<file path="src/pkg/macs_consts.vh">
`ifndef MACS_CONSTS_VH
`define MACS_CONSTS_VH

// operating modes
`define MACS_MODE_NORMAL   2'h0
`define MACS_MODE_DUAL     2'h1
`define MACS_MODE_QUAD     2'h2
`define MACS_MODE_FLOAT    2'h3

// add stage operations
`define MACS_OP_PASS       2'h0
`define MACS_OP_ADD        2'h1
`define MACS_OP_SUB        2'h2
`define MACS_OP_ACC        2'h3

// datapath widths
`define MACS_A_W           19
`define MACS_B_W           18
`define MACS_RES_W         48
`define MACS_DUAL_LW       24
`define MACS_QUAD_LW       12
`define MACS_SHAMT_W       3
`define MACS_SHIFT_MAX     3'h4

// lane packing of the operand inputs
`define MACS_DUAL_A0_W     11
`define MACS_DUAL_B0_W     10
`define MACS_QUAD_A0_W     7
`define MACS_QUAD_B0_W     6

// brain-float fields
`define MACS_BF_BIAS       11'sh07f
`define MACS_BF_EXP_MAX    11'sh0ff
`define MACS_BF_POINT      11'sh016

// reset values
`define MACS_RES_RST       48'h0000_0000_0000
`define MACS_MODE_RST      2'h0

`endif

</file>
<file path="src/design/macs_slice.v">
`include "macs_consts.vh"

module macs_slice
(
  // clock and reset
  input  wire                       i_clk_sys,
  input  wire                       i_sys_rst,
  // static configuration, captured while reset is high
  input  wire [1:0]                 i_mode,
  input  wire                       i_signed,
  // operation request
  input  wire                       i_valid,
  input  wire [1:0]                 i_op,
  input  wire [`MACS_A_W-1:0]       i_data_a,
  input  wire [`MACS_B_W-1:0]       i_data_b,
  input  wire [`MACS_RES_W-1:0]     i_addend,
  input  wire [4*`MACS_SHAMT_W-1:0] i_shift_amt,
  // results
  output reg                        o_valid_ff,
  output reg  [`MACS_RES_W-1:0]     o_result_ff,
  output reg  [1:0]                 o_mode_ff,
  output reg                        o_signed_ff
);

  reg  [`MACS_RES_W-1:0] acc_ff;
  reg  [`MACS_RES_W-1:0] nxt_acc;
  reg  [`MACS_RES_W-1:0] nxt_res;

  // add stage on a full word; the caller masks to the lane width
  function [47:0] lane_op;
    input [1:0]  op;
    input [47:0] p;
    input [47:0] c;
    input [47:0] acc;
    begin
      case (op)
        `MACS_OP_ADD: lane_op = p + c;
        `MACS_OP_SUB: lane_op = p - c;
        `MACS_OP_ACC: lane_op = acc + p;
        default:      lane_op = p;
      endcase
    end
  endfunction

  // variable right shift, saturating at four places
  function [47:0] rshift;
    input [47:0] v;
    input [2:0]  amt;
    input        sgn;
    reg   [2:0]  a;
    begin
      a = (amt > `MACS_SHIFT_MAX) ? `MACS_SHIFT_MAX : amt;
      if (sgn)
        rshift = $signed(v) >>> a;
      else
        rshift = v >> a;
    end
  endfunction

  // sign extension of the operands, as chosen by the captured signedness
  wire sg = o_signed_ff;

  // normal mode product, operands straight from the data inputs
  wire [47:0] n_a = {{29{sg & i_data_a[18]}}, i_data_a};
  wire [47:0] n_b = {{30{sg & i_data_b[17]}}, i_data_b};
  wire [47:0] n_p = n_a * n_b;                             // kept mod 2^48, the stage width

  // dual mode products: 11x10 in the low lane, 8x8 in the high lane
  wire [23:0] d_a0 = {{13{sg & i_data_a[10]}}, i_data_a[10:0]};
  wire [23:0] d_b0 = {{14{sg & i_data_b[9]}}, i_data_b[9:0]};
  wire [23:0] d_a1 = {{16{sg & i_data_a[18]}}, i_data_a[18:11]};
  wire [23:0] d_b1 = {{16{sg & i_data_b[17]}}, i_data_b[17:10]};
  wire [23:0] d_p0 = d_a0 * d_b0;
  wire [23:0] d_p1 = d_a1 * d_b1;

  // quad mode products: 7x6 in lane 0, 4x4 in lanes 1 to 3
  wire [11:0] q_a0 = {{5{sg & i_data_a[6]}}, i_data_a[6:0]};
  wire [11:0] q_b0 = {{6{sg & i_data_b[5]}}, i_data_b[5:0]};
  wire [11:0] q_a1 = {{8{sg & i_data_a[10]}}, i_data_a[10:7]};
  wire [11:0] q_b1 = {{8{sg & i_data_b[9]}}, i_data_b[9:6]};
  wire [11:0] q_a2 = {{8{sg & i_data_a[14]}}, i_data_a[14:11]};
  wire [11:0] q_b2 = {{8{sg & i_data_b[13]}}, i_data_b[13:10]};
  wire [11:0] q_a3 = {{8{sg & i_data_a[18]}}, i_data_a[18:15]};
  wire [11:0] q_b3 = {{8{sg & i_data_b[17]}}, i_data_b[17:14]};
  wire [11:0] q_p0 = q_a0 * q_b0;
  wire [11:0] q_p1 = q_a1 * q_b1;
  wire [11:0] q_p2 = q_a2 * q_b2;
  wire [11:0] q_p3 = q_a3 * q_b3;

  // products packed lane by lane into one word
  reg  [47:0] prod_pk;
  reg  [47:0] mask;
  reg  [47:0] pk;
  reg  [47:0] ck;
  reg  [47:0] ak;
  reg  [47:0] tk;
  integer     k;
  integer     lw;
  integer     nl;

  // brain-float working values
  reg               f_sp;
  reg               f_sc;
  reg               f_sr;
  reg signed [10:0] f_ep;
  reg signed [10:0] f_ec;
  reg signed [10:0] f_eb;
  reg signed [10:0] f_er;
  reg        [15:0] f_mp;
  reg        [15:0] f_c;
  reg        [23:0] f_big;
  reg        [23:0] f_sml;
  reg        [24:0] f_sum;
  reg        [24:0] f_nrm;
  reg        [10:0] f_dif;
  reg        [15:0] f_res;
  integer           f_ld;
  integer           i;

  // fused bf16 multiply-add: the product keeps all 16 bits unless alignment shifts it right by more than 8 places
  always @*
  begin
    f_sp  = i_data_a[15] ^ i_data_b[15];
    f_ep  = $signed({3'h0, i_data_a[14:7]}) + $signed({3'h0, i_data_b[14:7]}) - `MACS_BF_BIAS;
    f_mp  = {1'b1, i_data_a[6:0]} * {1'b1, i_data_b[6:0]};
    if ((i_data_a[14:7] == 8'h00) || (i_data_b[14:7] == 8'h00))
      f_mp = 16'h0000;                                     // zero or denormal operand
    case (i_op)
      `MACS_OP_ADD: f_c = i_addend[15:0];
      `MACS_OP_SUB: f_c = {~i_addend[15], i_addend[14:0]};
      `MACS_OP_ACC: f_c = acc_ff[15:0];
      default:      f_c = 16'h0000;                        // product only
    endcase
    f_sc  = f_c[15];
    f_ec  = $signed({3'h0, f_c[14:7]});
    // align the smaller operand to the larger exponent
    if (f_mp == 16'h0000 || (f_c[14:7] != 8'h00 && f_ec > f_ep))
    begin
      f_eb  = f_ec;
      f_sr  = f_sc;
      f_big = (f_c[14:7] == 8'h00) ? 24'h00_0000 : {2'h1, f_c[6:0], 15'h0000};
      f_dif = f_ec - f_ep;
      f_sml = (f_dif > 11'd23) ? 24'h00_0000 : ({f_mp, 8'h00} >> f_dif);
      f_sml = (f_mp == 16'h0000) ? 24'h00_0000 : f_sml;
    end
    else
    begin
      f_eb  = f_ep;
      f_sr  = f_sp;
      f_big = {f_mp, 8'h00};
      f_dif = f_ep - f_ec;
      f_sml = (f_dif > 11'd23 || f_c[14:7] == 8'h00) ? 24'h00_0000 :
              ({2'h1, f_c[6:0], 15'h0000} >> f_dif);
    end
    // add or subtract magnitudes; the larger magnitude sets the sign
    if (f_sp == f_sc)
      f_sum = {1'b0, f_big} + {1'b0, f_sml};
    else if (f_big >= f_sml)
      f_sum = {1'b0, f_big} - {1'b0, f_sml};
    else
    begin
      f_sum = {1'b0, f_sml} - {1'b0, f_big};
      f_sr  = ~f_sr;
    end
    // find the leading one and renormalise
    f_ld = 0;
    for (i = 0; i < 25; i = i + 1)
      if (f_sum[i])
        f_ld = i;
    f_nrm = f_sum << (24 - f_ld);
    f_er  = f_eb + f_ld[10:0] - `MACS_BF_POINT;
    if (f_sum == 25'h000_0000 || f_er <= 11'sh000)
      f_res = 16'h0000;                                    // flush to zero
    else if (f_er >= `MACS_BF_EXP_MAX)
      f_res = {f_sr, 8'hff, 7'h00};                        // overflow to infinity
    else
      f_res = {f_sr, f_er[7:0], f_nrm[23:17]};
  end

  // integer lanes: pack products, run each lane's add stage and shifter
  always @*
  begin
    case (o_mode_ff)
      `MACS_MODE_DUAL:
      begin
        nl      = 2;
        lw      = `MACS_DUAL_LW;
        prod_pk = {d_p1[23:0], d_p0[23:0]};
      end
      `MACS_MODE_QUAD:
      begin
        nl      = 4;
        lw      = `MACS_QUAD_LW;
        prod_pk = {q_p3[11:0], q_p2[11:0], q_p1[11:0], q_p0[11:0]};
      end
      default:
      begin
        nl      = 1;
        lw      = `MACS_RES_W;
        prod_pk = n_p[47:0];
      end
    endcase
    mask    = {48{1'b1}} >> (`MACS_RES_W - lw);
    nxt_acc = `MACS_RES_RST;
    nxt_res = `MACS_RES_RST;
    pk      = 48'h0000_0000_0000;
    ck      = 48'h0000_0000_0000;
    ak      = 48'h0000_0000_0000;
    tk      = 48'h0000_0000_0000;
    for (k = 0; k < 4; k = k + 1)
    begin
      if (k < nl)
      begin
        pk = (prod_pk >> (k * lw)) & mask;
        ck = (i_addend >> (k * lw)) & mask;
        ak = (acc_ff >> (k * lw)) & mask;
        // optional add, subtract or accumulate stage
        tk = lane_op(i_op, pk, ck, ak) & mask;
        nxt_acc = nxt_acc | (tk << (k * lw));
        // extend to full width so the shifter sees the lane's own sign
        if (sg && tk[lw-1])
          tk = tk | ~mask;
        tk = rshift(tk, i_shift_amt[k*`MACS_SHAMT_W +: `MACS_SHAMT_W], sg) & mask;
        nxt_res = nxt_res | (tk << (k * lw));
      end
    end
    if (o_mode_ff == `MACS_MODE_FLOAT)
    begin
      nxt_acc = {32'h0000_0000, f_res};
      nxt_res = {32'h0000_0000, f_res};
    end
  end

  // configuration is captured only while reset is held, then frozen
  always @(posedge i_clk_sys)
  begin
    if (i_sys_rst)
    begin
      o_mode_ff   <= i_mode;
      o_signed_ff <= i_signed;
    end
  end

  // result and accumulator registers, updated on each accepted request
  always @(posedge i_clk_sys)
  begin
    if (i_sys_rst)
    begin
      acc_ff      <= `MACS_RES_RST;
      o_result_ff <= `MACS_RES_RST;
      o_valid_ff  <= 1'b0;
    end
    else
    begin
      o_valid_ff <= i_valid;
      if (i_valid)
      begin
        acc_ff      <= nxt_acc;
        o_result_ff <= nxt_res;
      end
    end
  end

endmodule

</file>
<file path="config.mk">
export PLATFORM = sky130hd
export DESIGN_NAME = macs_slice
export DESIGN_NICKNAME = d
export VERILOG_FILES = /design/src/design/macs_slice.v
export VERILOG_INCLUDE_DIRS = /design/src /design/src/pkg
export SDC_FILE = /design/constraint.sdc
export NUM_CORES = 2
export LEC_CHECK = 0
export ABC_AREA = 1
export BUFFER_PORTS_ARGS = -buffer_cell sky130_fd_sc_hd__clkbuf_2
export CORE_ASPECT_RATIO = 0.5
export CORE_MARGIN = 2
export CORE_UTILIZATION = 50
export DETAILED_ROUTE_END_ITERATION = 8
export PLACE_DENSITY = 0.69
export SETUP_SLACK_MARGIN = 0.4
export SYNTH_ARGS = -nofsm -noshare
export SYNTH_HDL_FRONTEND = slang
export SYNTH_SLANG_ARGS = --single-unit
</file>
<file path="constraint.sdc">
create_clock -name i_clk_sys -period 12.01 [get_ports i_clk_sys]
set_input_delay 1.8015 -clock i_clk_sys [delete_from_list [all_inputs] [get_ports i_clk_sys]]
set_output_delay 1.8015 -clock i_clk_sys [all_outputs]
set_load 0.02 [all_outputs]
</file>
After elaboration in Yosys (flattened, before gate mapping)
Cells that the tools add are included.
{"block": "word_totals", "regBits": 100, "input_bits": 105, "out_inout_bits": 52, "word_cells": 237}
{"block": "classes", "add_sub_neg": 24, "mul": 9, "magnitude_cmp": 15, "n_eq_ne": 7, "shift": 27, "mux": 93, "n_bitwise": 42, "n_reduce_logical": 15}
{"op": "2-to-1 mux 48 bit", "count": 30}
{"op": "AND 48 bit", "count": 20}
{"op": "2-to-1 mux 32 bit", "count": 23}
{"op": "case mux 48 bit (3 select lines)", "count": 4}
{"op": "OR 48 bit", "count": 10}
{"op": ">> shifter 48 x 32 -> 48 bit", "count": 9}
{"op": "adder 48 bit", "count": 8}
{"op": "left shift 48 x 32 -> 48 bit", "count": 6}
{"op": ">> shifter 48 x 3 -> 48 bit", "count": 4}
{"op": ">>> shifter 48 x 3 -> 48 bit", "count": 4}
{"op": "subtractor 48 bit", "count": 4}
{"op": "2-to-1 mux 24 bit", "count": 5}
{"op": "case mux 48 bit (2 select lines)", "count": 1}
{"op": "< comparator 3 x 32 -> 1 bit (first input constant)", "count": 2}
{"op": "2-to-1 mux 25 bit", "count": 2}
{"op": "subtractor 24 x 24 -> 25 bit", "count": 2}
{"op": "inverter 48 bit", "count": 1}
{"op": "case mux 16 bit (3 select lines)", "count": 1}
{"op": ">> shifter 48 x 32 -> 48 bit (first input constant)", "count": 1}
{"op": "multiplier 20 x 19 -> 39 bit", "count": 1}
{"op": "< comparator 1 x 32 -> 1 bit (first input constant)", "count": 1}
{"op": "< comparator 2 x 32 -> 1 bit (first input constant)", "count": 1}
{"op": "< comparator 32 x 8 -> 1 bit (second input constant)", "count": 1}
{"op": "multiplier 3 x 32 -> 32 bit (first input constant)", "count": 1}
{"op": "other kinds (45)", "count": 90}

Logic depth before layout (Yosys ltp)
{"block": "depth", "word_depth": 40, "depth_mapped": 98, "mapped_depth_nobuf": 94}

Worst setup path after synthesis
Ideal clock, no wire load.
{"block": "synth_path", "kind": "input-to-reg", "from": "input i_data_a[7]", "to": "register o_result_ff[11]", "setup_time_ps": 57, "arrival_time_ps": 12869, "required_ps": 11953, "slack_ps": -916, "stages": 77, "path_buffers": 3, "cell_sequence": "buf_2 buf_1 nand2_1 fa_1 inv_1 fa_1 fa_1 inv_1 fa_1 inv_1 ha_1 inv_1 fa_1 inv_1 ha_1 ha_1 nand2_1 o21ai_1 [... 41 more ...] a21boi_1 o21ai_0 xnor2_1 or2_2 a31oi_1 nand4_2 buf_2 nand3_1 o21ai_0 nand2_1 nand2_1 inv_1 nand3_1 o21ai_0 nand3_1 a21oi_1 o21ai_1 inv_1"}
{"block": "synth_via", "elab_chain_cells": 40, "elab_cells_between_ends": 154, "classes_between": "add/sub: 21; mul: 3; order compare: 6; shift: 16; mux: 77; bitwise: 19; reduce/logical: 12"}
{"item": "start: declaration", "line": "macs_slice.v:14", "source": "input wire [`MACS_A_W-1:0] i_data_a,"}
{"item": "adder 8 x 8 -> 9 bit / logical NOT 8 bit (equally long branches)", "line": "macs_slice.v:124, macs_slice.v:126"}
{"item": "subtractor 9 x 7 -> 10 bit (no source line) / logical OR 1 bit (equally long branches)"}
{"item": "subtractor 9 x 10 -> 11 bit, or another cell as far along", "line": "macs_slice.v:142", "source": "f_dif = f_ec - f_ep;"}
{"item": "> comparator 11 x 5 -> 1 bit, or another cell as far along", "line": "macs_slice.v:143", "source": "f_sml = (f_dif > 11'd23) ? 24'h00_0000 : ({f_mp, 8'h00} >> f_dif);"}
{"item": "2-to-1 mux 24 bit / logical OR 1 bit (equally long branches)", "line": "macs_slice.v:143, macs_slice.v:152"}
{"item": "2-to-1 mux 24 bit (on tied branches)", "line": "macs_slice.v:144, macs_slice.v:152"}
{"item": "2-to-1 mux 24 bit", "line": "macs_slice.v:137", "source": "if (f_mp == 16'h0000 || (f_c[14:7] != 8'h00 && f_ec > f_ep))"}
{"item": "subtractor 24 x 24 -> 25 bit, or another cell as far along", "line": "macs_slice.v:162", "source": "f_sum = {1'b0, f_sml} - {1'b0, f_big};"}
{"item": "[... 2 more ...]"}
{"item": "2-to-1 mux 1 bit", "line": "macs_slice.v:168", "source": "if (f_sum[i])"}
{"item": "2-to-1 mux 32 bit (23 in a row)", "line": "macs_slice.v:168"}
{"item": "adder 11 bit", "line": "macs_slice.v:171", "source": "f_er = f_eb + f_ld[10:0] - `MACS_BF_POINT;"}
{"item": "subtractor 11 x 5 -> 11 bit (no source line)"}
{"item": "greater-or-equal comparator 11 x 9 -> 1 bit (no source line) / <= comparator 11 x 1 -> 1 bit (equally long branches)"}
{"item": "2-to-1 mux 15 bit / logical OR 1 bit (equally long branches)", "line": "macs_slice.v:174, macs_slice.v:172"}
{"item": "2-to-1 mux 16 bit", "line": "macs_slice.v:172", "source": "if (f_sum == 25'h000_0000 || f_er <= 11'sh000)"}
{"item": "2-to-1 mux 48 bit *", "line": "macs_slice.v:227", "source": "if (o_mode_ff == `MACS_MODE_FLOAT)"}
{"item": "end signal: assignment", "line": "macs_slice.v:250", "source": "o_result_ff <= `MACS_RES_RST;"}
{"item": "end signal: assignment", "line": "macs_slice.v:259", "source": "o_result_ff <= nxt_res;"}
{"item": "end: declaration", "line": "macs_slice.v:20", "source": "output reg [`MACS_RES_W-1:0] o_result_ff,"}
Mark *: on every way between the ends. The rest lies on a longest branch, timed or not. The select of a mux whose other input is x is not followed.
A chain may end at the register's enable or synchronous reset.

Worst setup path after layout
{"block": "layout_path", "from": "input i_data_a[0]", "to": "register o_result_ff[18]"}
{"block": "layout_via", "elab_chain_cells": 26, "elab_cells_between_ends": 94, "classes_between": "add/sub: 12; mul: 3; shift: 14; mux: 42; bitwise: 19; reduce/logical: 4"}
{"item": "multiplier 20 x 19 -> 39 bit, or another cell as far along", "line": "macs_slice.v:66", "source": "wire [47:0] n_p = n_a * n_b;"}
{"item": "case mux 48 bit (2 select lines) *", "line": "macs_slice.v:183", "source": "case (o_mode_ff)"}
{"item": ">> shifter 48 x 32 -> 48 bit", "line": "macs_slice.v:214", "source": "pk = (prod_pk >> (k * lw)) & mask;"}
{"item": "AND 48 bit", "line": "macs_slice.v:214"}
{"item": "adder 48 bit, or another cell as far along", "line": "macs_slice.v:39", "source": "`MACS_OP_ACC: lane_op = acc + p;"}
{"item": "case mux 48 bit (3 select lines)", "line": "macs_slice.v:36", "source": "case (op)"}
{"item": "2-to-1 mux 48 bit", "line": "macs_slice.v:212", "source": "if (k < nl)"}
{"item": "AND 48 bit", "line": "macs_slice.v:218", "source": "tk = lane_op(i_op, pk, ck, ak) & mask;"}
{"item": "[... 10 more ...]"}
{"item": "left shift 48 x 32 -> 48 bit", "line": "macs_slice.v:224", "source": "nxt_res = nxt_res | (tk << (k * lw));"}
{"item": "OR 48 bit", "line": "macs_slice.v:224"}
{"item": "2-to-1 mux 48 bit", "line": "macs_slice.v:212"}
{"item": "OR 48 bit", "line": "macs_slice.v:224"}
{"item": "2-to-1 mux 48 bit", "line": "macs_slice.v:212"}
{"item": "OR 48 bit", "line": "macs_slice.v:224"}
{"item": "2-to-1 mux 48 bit *", "line": "macs_slice.v:212"}
{"item": "2-to-1 mux 48 bit *", "line": "macs_slice.v:227"}
Marked as above.

==> flow_metrics.tcl <==
set metrics [dict create \
    endpoint_kind "flop" \
    drt-initial-drc-count 10031 \
    cts_hold_buf 0 \
    seq_area_frac_synth 0.03367 \
    yosysUniqueCellTypes 87 \
    reg2reg_slack_ns -0.39 \
    cpLargestDelayFamily "compound AO/OA/AOI/OAI gates" \
    gp_congestion 1.127 \
    cp.required_ns 12.34 \
    cpMaxStageDelayCell "fa_1" \
    cts_tree "built" \
    utilization 0.6704 \
    synth-seq-cells 100 \
    clkTransAtPathRegs_ns 0.08 \
    stdcell_count 12903 \
    worst_slew_pin_slew_ns 1.596 \
    start_util 0.5023 \
    fmax_mhz 73.82 \
    die-area_sq_um 123700 \
    grt_start_max_net_pins 81 \
    drtPass1Iterations 7 \
    syn-instance-count 9523 \
    cts_buffers 9 \
    routedWlPerCell_microns 23.61 \
    vias_per_cell 5.834 \
    slew_violations 3 \
    place_area_sq_um 75270 \
    postLayoutCellArea_sq_um 80550 \
    cp.arrival_ns 13.88 \
    die_w_microns 495.4 \
    place_hpwl_microns 244200 \
    critPathKind "primary input to flop" \
    grt_pass1_vias 71276 \
    maxCapViolCount 1 \
    min_period_ns 13.55 \
    post-route-period-util 1.128 \
    setup_viol 70 \
    yosysWarningCount 0 \
    status "finished, violations left" \
    drive_gt1_frac 0.2582 \
    grt_overflow 0 \
    drc 0 \
    min_path_type "flop to flop" \
    syn2layout_area_growth_pct 33.45 \
    slowest_delay_ns 0.57 \
    clock_latency_ns 0.40 \
    rows 90 \
    fillers 10761 \
    setup_slack_ns -1.537 \
    avgSynthCellArea_sq_um 6.338 \
    cts-root-buf "clkbuf_16" \
    worstPathMaxFanout 7 \
    io_buffers 156 \
    nNetsFinal 12621 \
    async_flop_share 0 \
    num_vias 75276 \
    cts.path.max_buffers 2 \
    critPathBufInv 10 \
    htree_levels 3 \
    synth-edff-count 3 \
    violations "max-capacitance violations, max-slew violations, negative setup slack" \
    relSlewSlack -0.07500 \
    die_h_microns 249.7 \
    cp-start-kind "primary input" \
    netlist_area_sq_um 60360 \
    coreArea_sq_um 120200 \
    track_usage 0.4730 \
    wl_microns 304700 \
    placed_cells 12655 \
    cts_sinks 100 \
    num_io_pins 157 \
    synthFlopType "dfxtp_1" \
    rsz0062_at_grt "yes" \
    worst_clock_skew_ns 0.01270 \
    hold_viol 0 \
    grt_pass1_wl_microns 440900 \
    antenna_found_initial 22 \
    drtAntennaViolNets 0 \
]
[layout make-up]
type                            count  area, sq um  area share
Clock buffer                        9        225.2    0.002796
Multi-Input combinational cell   7267        52780      0.6553
Sequential cell                   100         2032     0.02523
Inverter                         1796         6785     0.08424
Clock inverter                      7        93.84    0.001165
Antenna cell                        7        17.52   0.0002175
Tap cell                         1610         2014     0.02501
Timing Repair Buffer             2107        16600      0.2061
[final timing paths]
path | startpoint | to | cells past startpoint
min reg2reg | o_result_ff[16] | o_result_ff[16] | 2
max | i_data_a[0] | o_result_ff[18] | 70
min | o_result_ff[16] | o_result_ff[16] | 2
max reg2reg | o_signed_ff | o_result_ff[18] | 70
[routing by layer]
metal  part of all wire  GRT usage  routed length, microns  vias up
li1                   -          -                       -    34033
met4              0.064     0.2274                   19560       18
met3               0.14     0.1553                   42770     1082
met2               0.40     0.6807                  122100     4709
met1               0.39     0.6342                  120000    35434
met5            0.00092   0.002317                     281        -
[through the flow]
step           setup TNS (ns)  setup WS, ns  hold WS [ns]
6_report               -68.08        -1.537        0.4695
5_1_grt               -104.53        -2.025        0.4949
4_1_cts                -34.69       -0.8992        0.4706
3_5_place_dp          -118.22        -2.130        0.4595
3_3_place_gp          -108.13        -1.866        0.4538
2_1_floorplan          -6.707       -0.2615        0.4453
[cell families after synthesis]
family                   count (synthesis)  synth area share
other                                    1        0.00006213
buffers and inverters                 2248            0.1476
adder cells (fa/ha/maj)               1235            0.3361
multiplexers                             5         0.0008292
AND/OR/NAND/NOR                       3815            0.2652
flip-flops                             100           0.03367
XOR/XNOR                               225           0.03302
AO/OA/AOI/OAI                         1894            0.1835
[layout by cell type, fill, tap and decap left out, types with 19 or more instances in the layout]
cell type  count
a211oi_1      23
a21o_1        21
a21oi_1      565
a21oi_2       87
a221oi_1      39
a22oi_1       30
a31oi_1       75
buf_12        40
buf_4       1798
buf_6        107
clkbuf_2     138
conb_1        93
dfxtp_1       97
fa_1         633
ha_1         535
ha_4          49
inv_1       1680
inv_2         92
nand2_1     2088
nand2_2      123
nand2_4       34
nand3_1      497
nand3_2       79
nand4_1      102
nor2_1       651
nor2_2        42
nor2_4        29
nor3_1        49
o2111ai_1     19
o211ai_1      89
o21a_1        19
o21ai_0      474
o21ai_1      123
o21ai_2       65
o21bai_1      20
o221ai_1      60
o22ai_1       41
or2_2         38
xnor2_1       68
xor2_1       147
[tightest hold or removal path, stage by stage (launching register included)]
cell and delay [ns]:
dfxtp_1 0.31, nand2_1 0.06, a21oi_1 0.05
[synth_stat cells, drive strengths merged, types with 5 or more instances]
| cell type | instances | area, sq um |
|---|---|---|
| a211oi | 25 | 187.7 |
| o221ai | 63 | 558.0 |
| o21bai | 24 | 180.2 |
| clkbuf | 299 | 1170 |
| o2111ai | 21 | 183.9 |
| a22o | 5 | 43.79 |
| and2 | 7 | 43.79 |
| a31oi | 81 | 506.7 |
| a21boi | 21 | 157.7 |
| a32o | 6 | 60.06 |
| mux2i | 5 | 50.05 |
| nand3 | 588 | 3015 |
| a32oi | 7 | 61.31 |
| nand2 | 2247 | 8559 |
| a22oi | 33 | 247.7 |
| nor3 | 63 | 357.8 |
| buf | 148 | 942.2 |
| o211ai | 91 | 693.2 |
| or2 | 44 | 275.3 |
| a221o | 5 | 50.05 |
| o21ai | 670 | 3383 |
| a221oi | 42 | 367.9 |
| a21o | 21 | 157.7 |
| dfxtp | 97 | 1942 |
| a21oi | 657 | 3326 |
| xor2 | 155 | 1380 |
| o311ai | 15 | 131.4 |
| inv | 1783 | 6698 |
| ha | 591 | 7395 |
| o31ai | 15 | 112.6 |
| clkinv | 13 | 48.80 |
| fa | 644 | 12890 |
| o21a | 19 | 142.6 |
| nor4 | 11 | 68.82 |
| nand3b | 15 | 112.6 |
| nor3b | 8 | 60.06 |
| nor2 | 722 | 2793 |
| nand4 | 106 | 696.9 |
| xnor2 | 70 | 613.1 |
| o22ai | 50 | 319.1 |
| o32ai | 5 | 43.79 |
[flip-flops by register name, indices dropped and copies added, names as in the netlist]
name and flops:
o_mode_ff 2, o_signed_ff 1, acc_ff 48, o_result_ff 48, o_valid_ff 1
[timing repair]
action                                  in CTS  in global routing
buffers inserted                           151                 64
gates cloned                                 8                  2
resized for setup                          437                398
endpoints found under the setup margin      78                 83
pin swaps                                  241                253
Power is not shown: default switching activity piles up to over one toggle a cycle in this logic, so the estimate is an artifact.
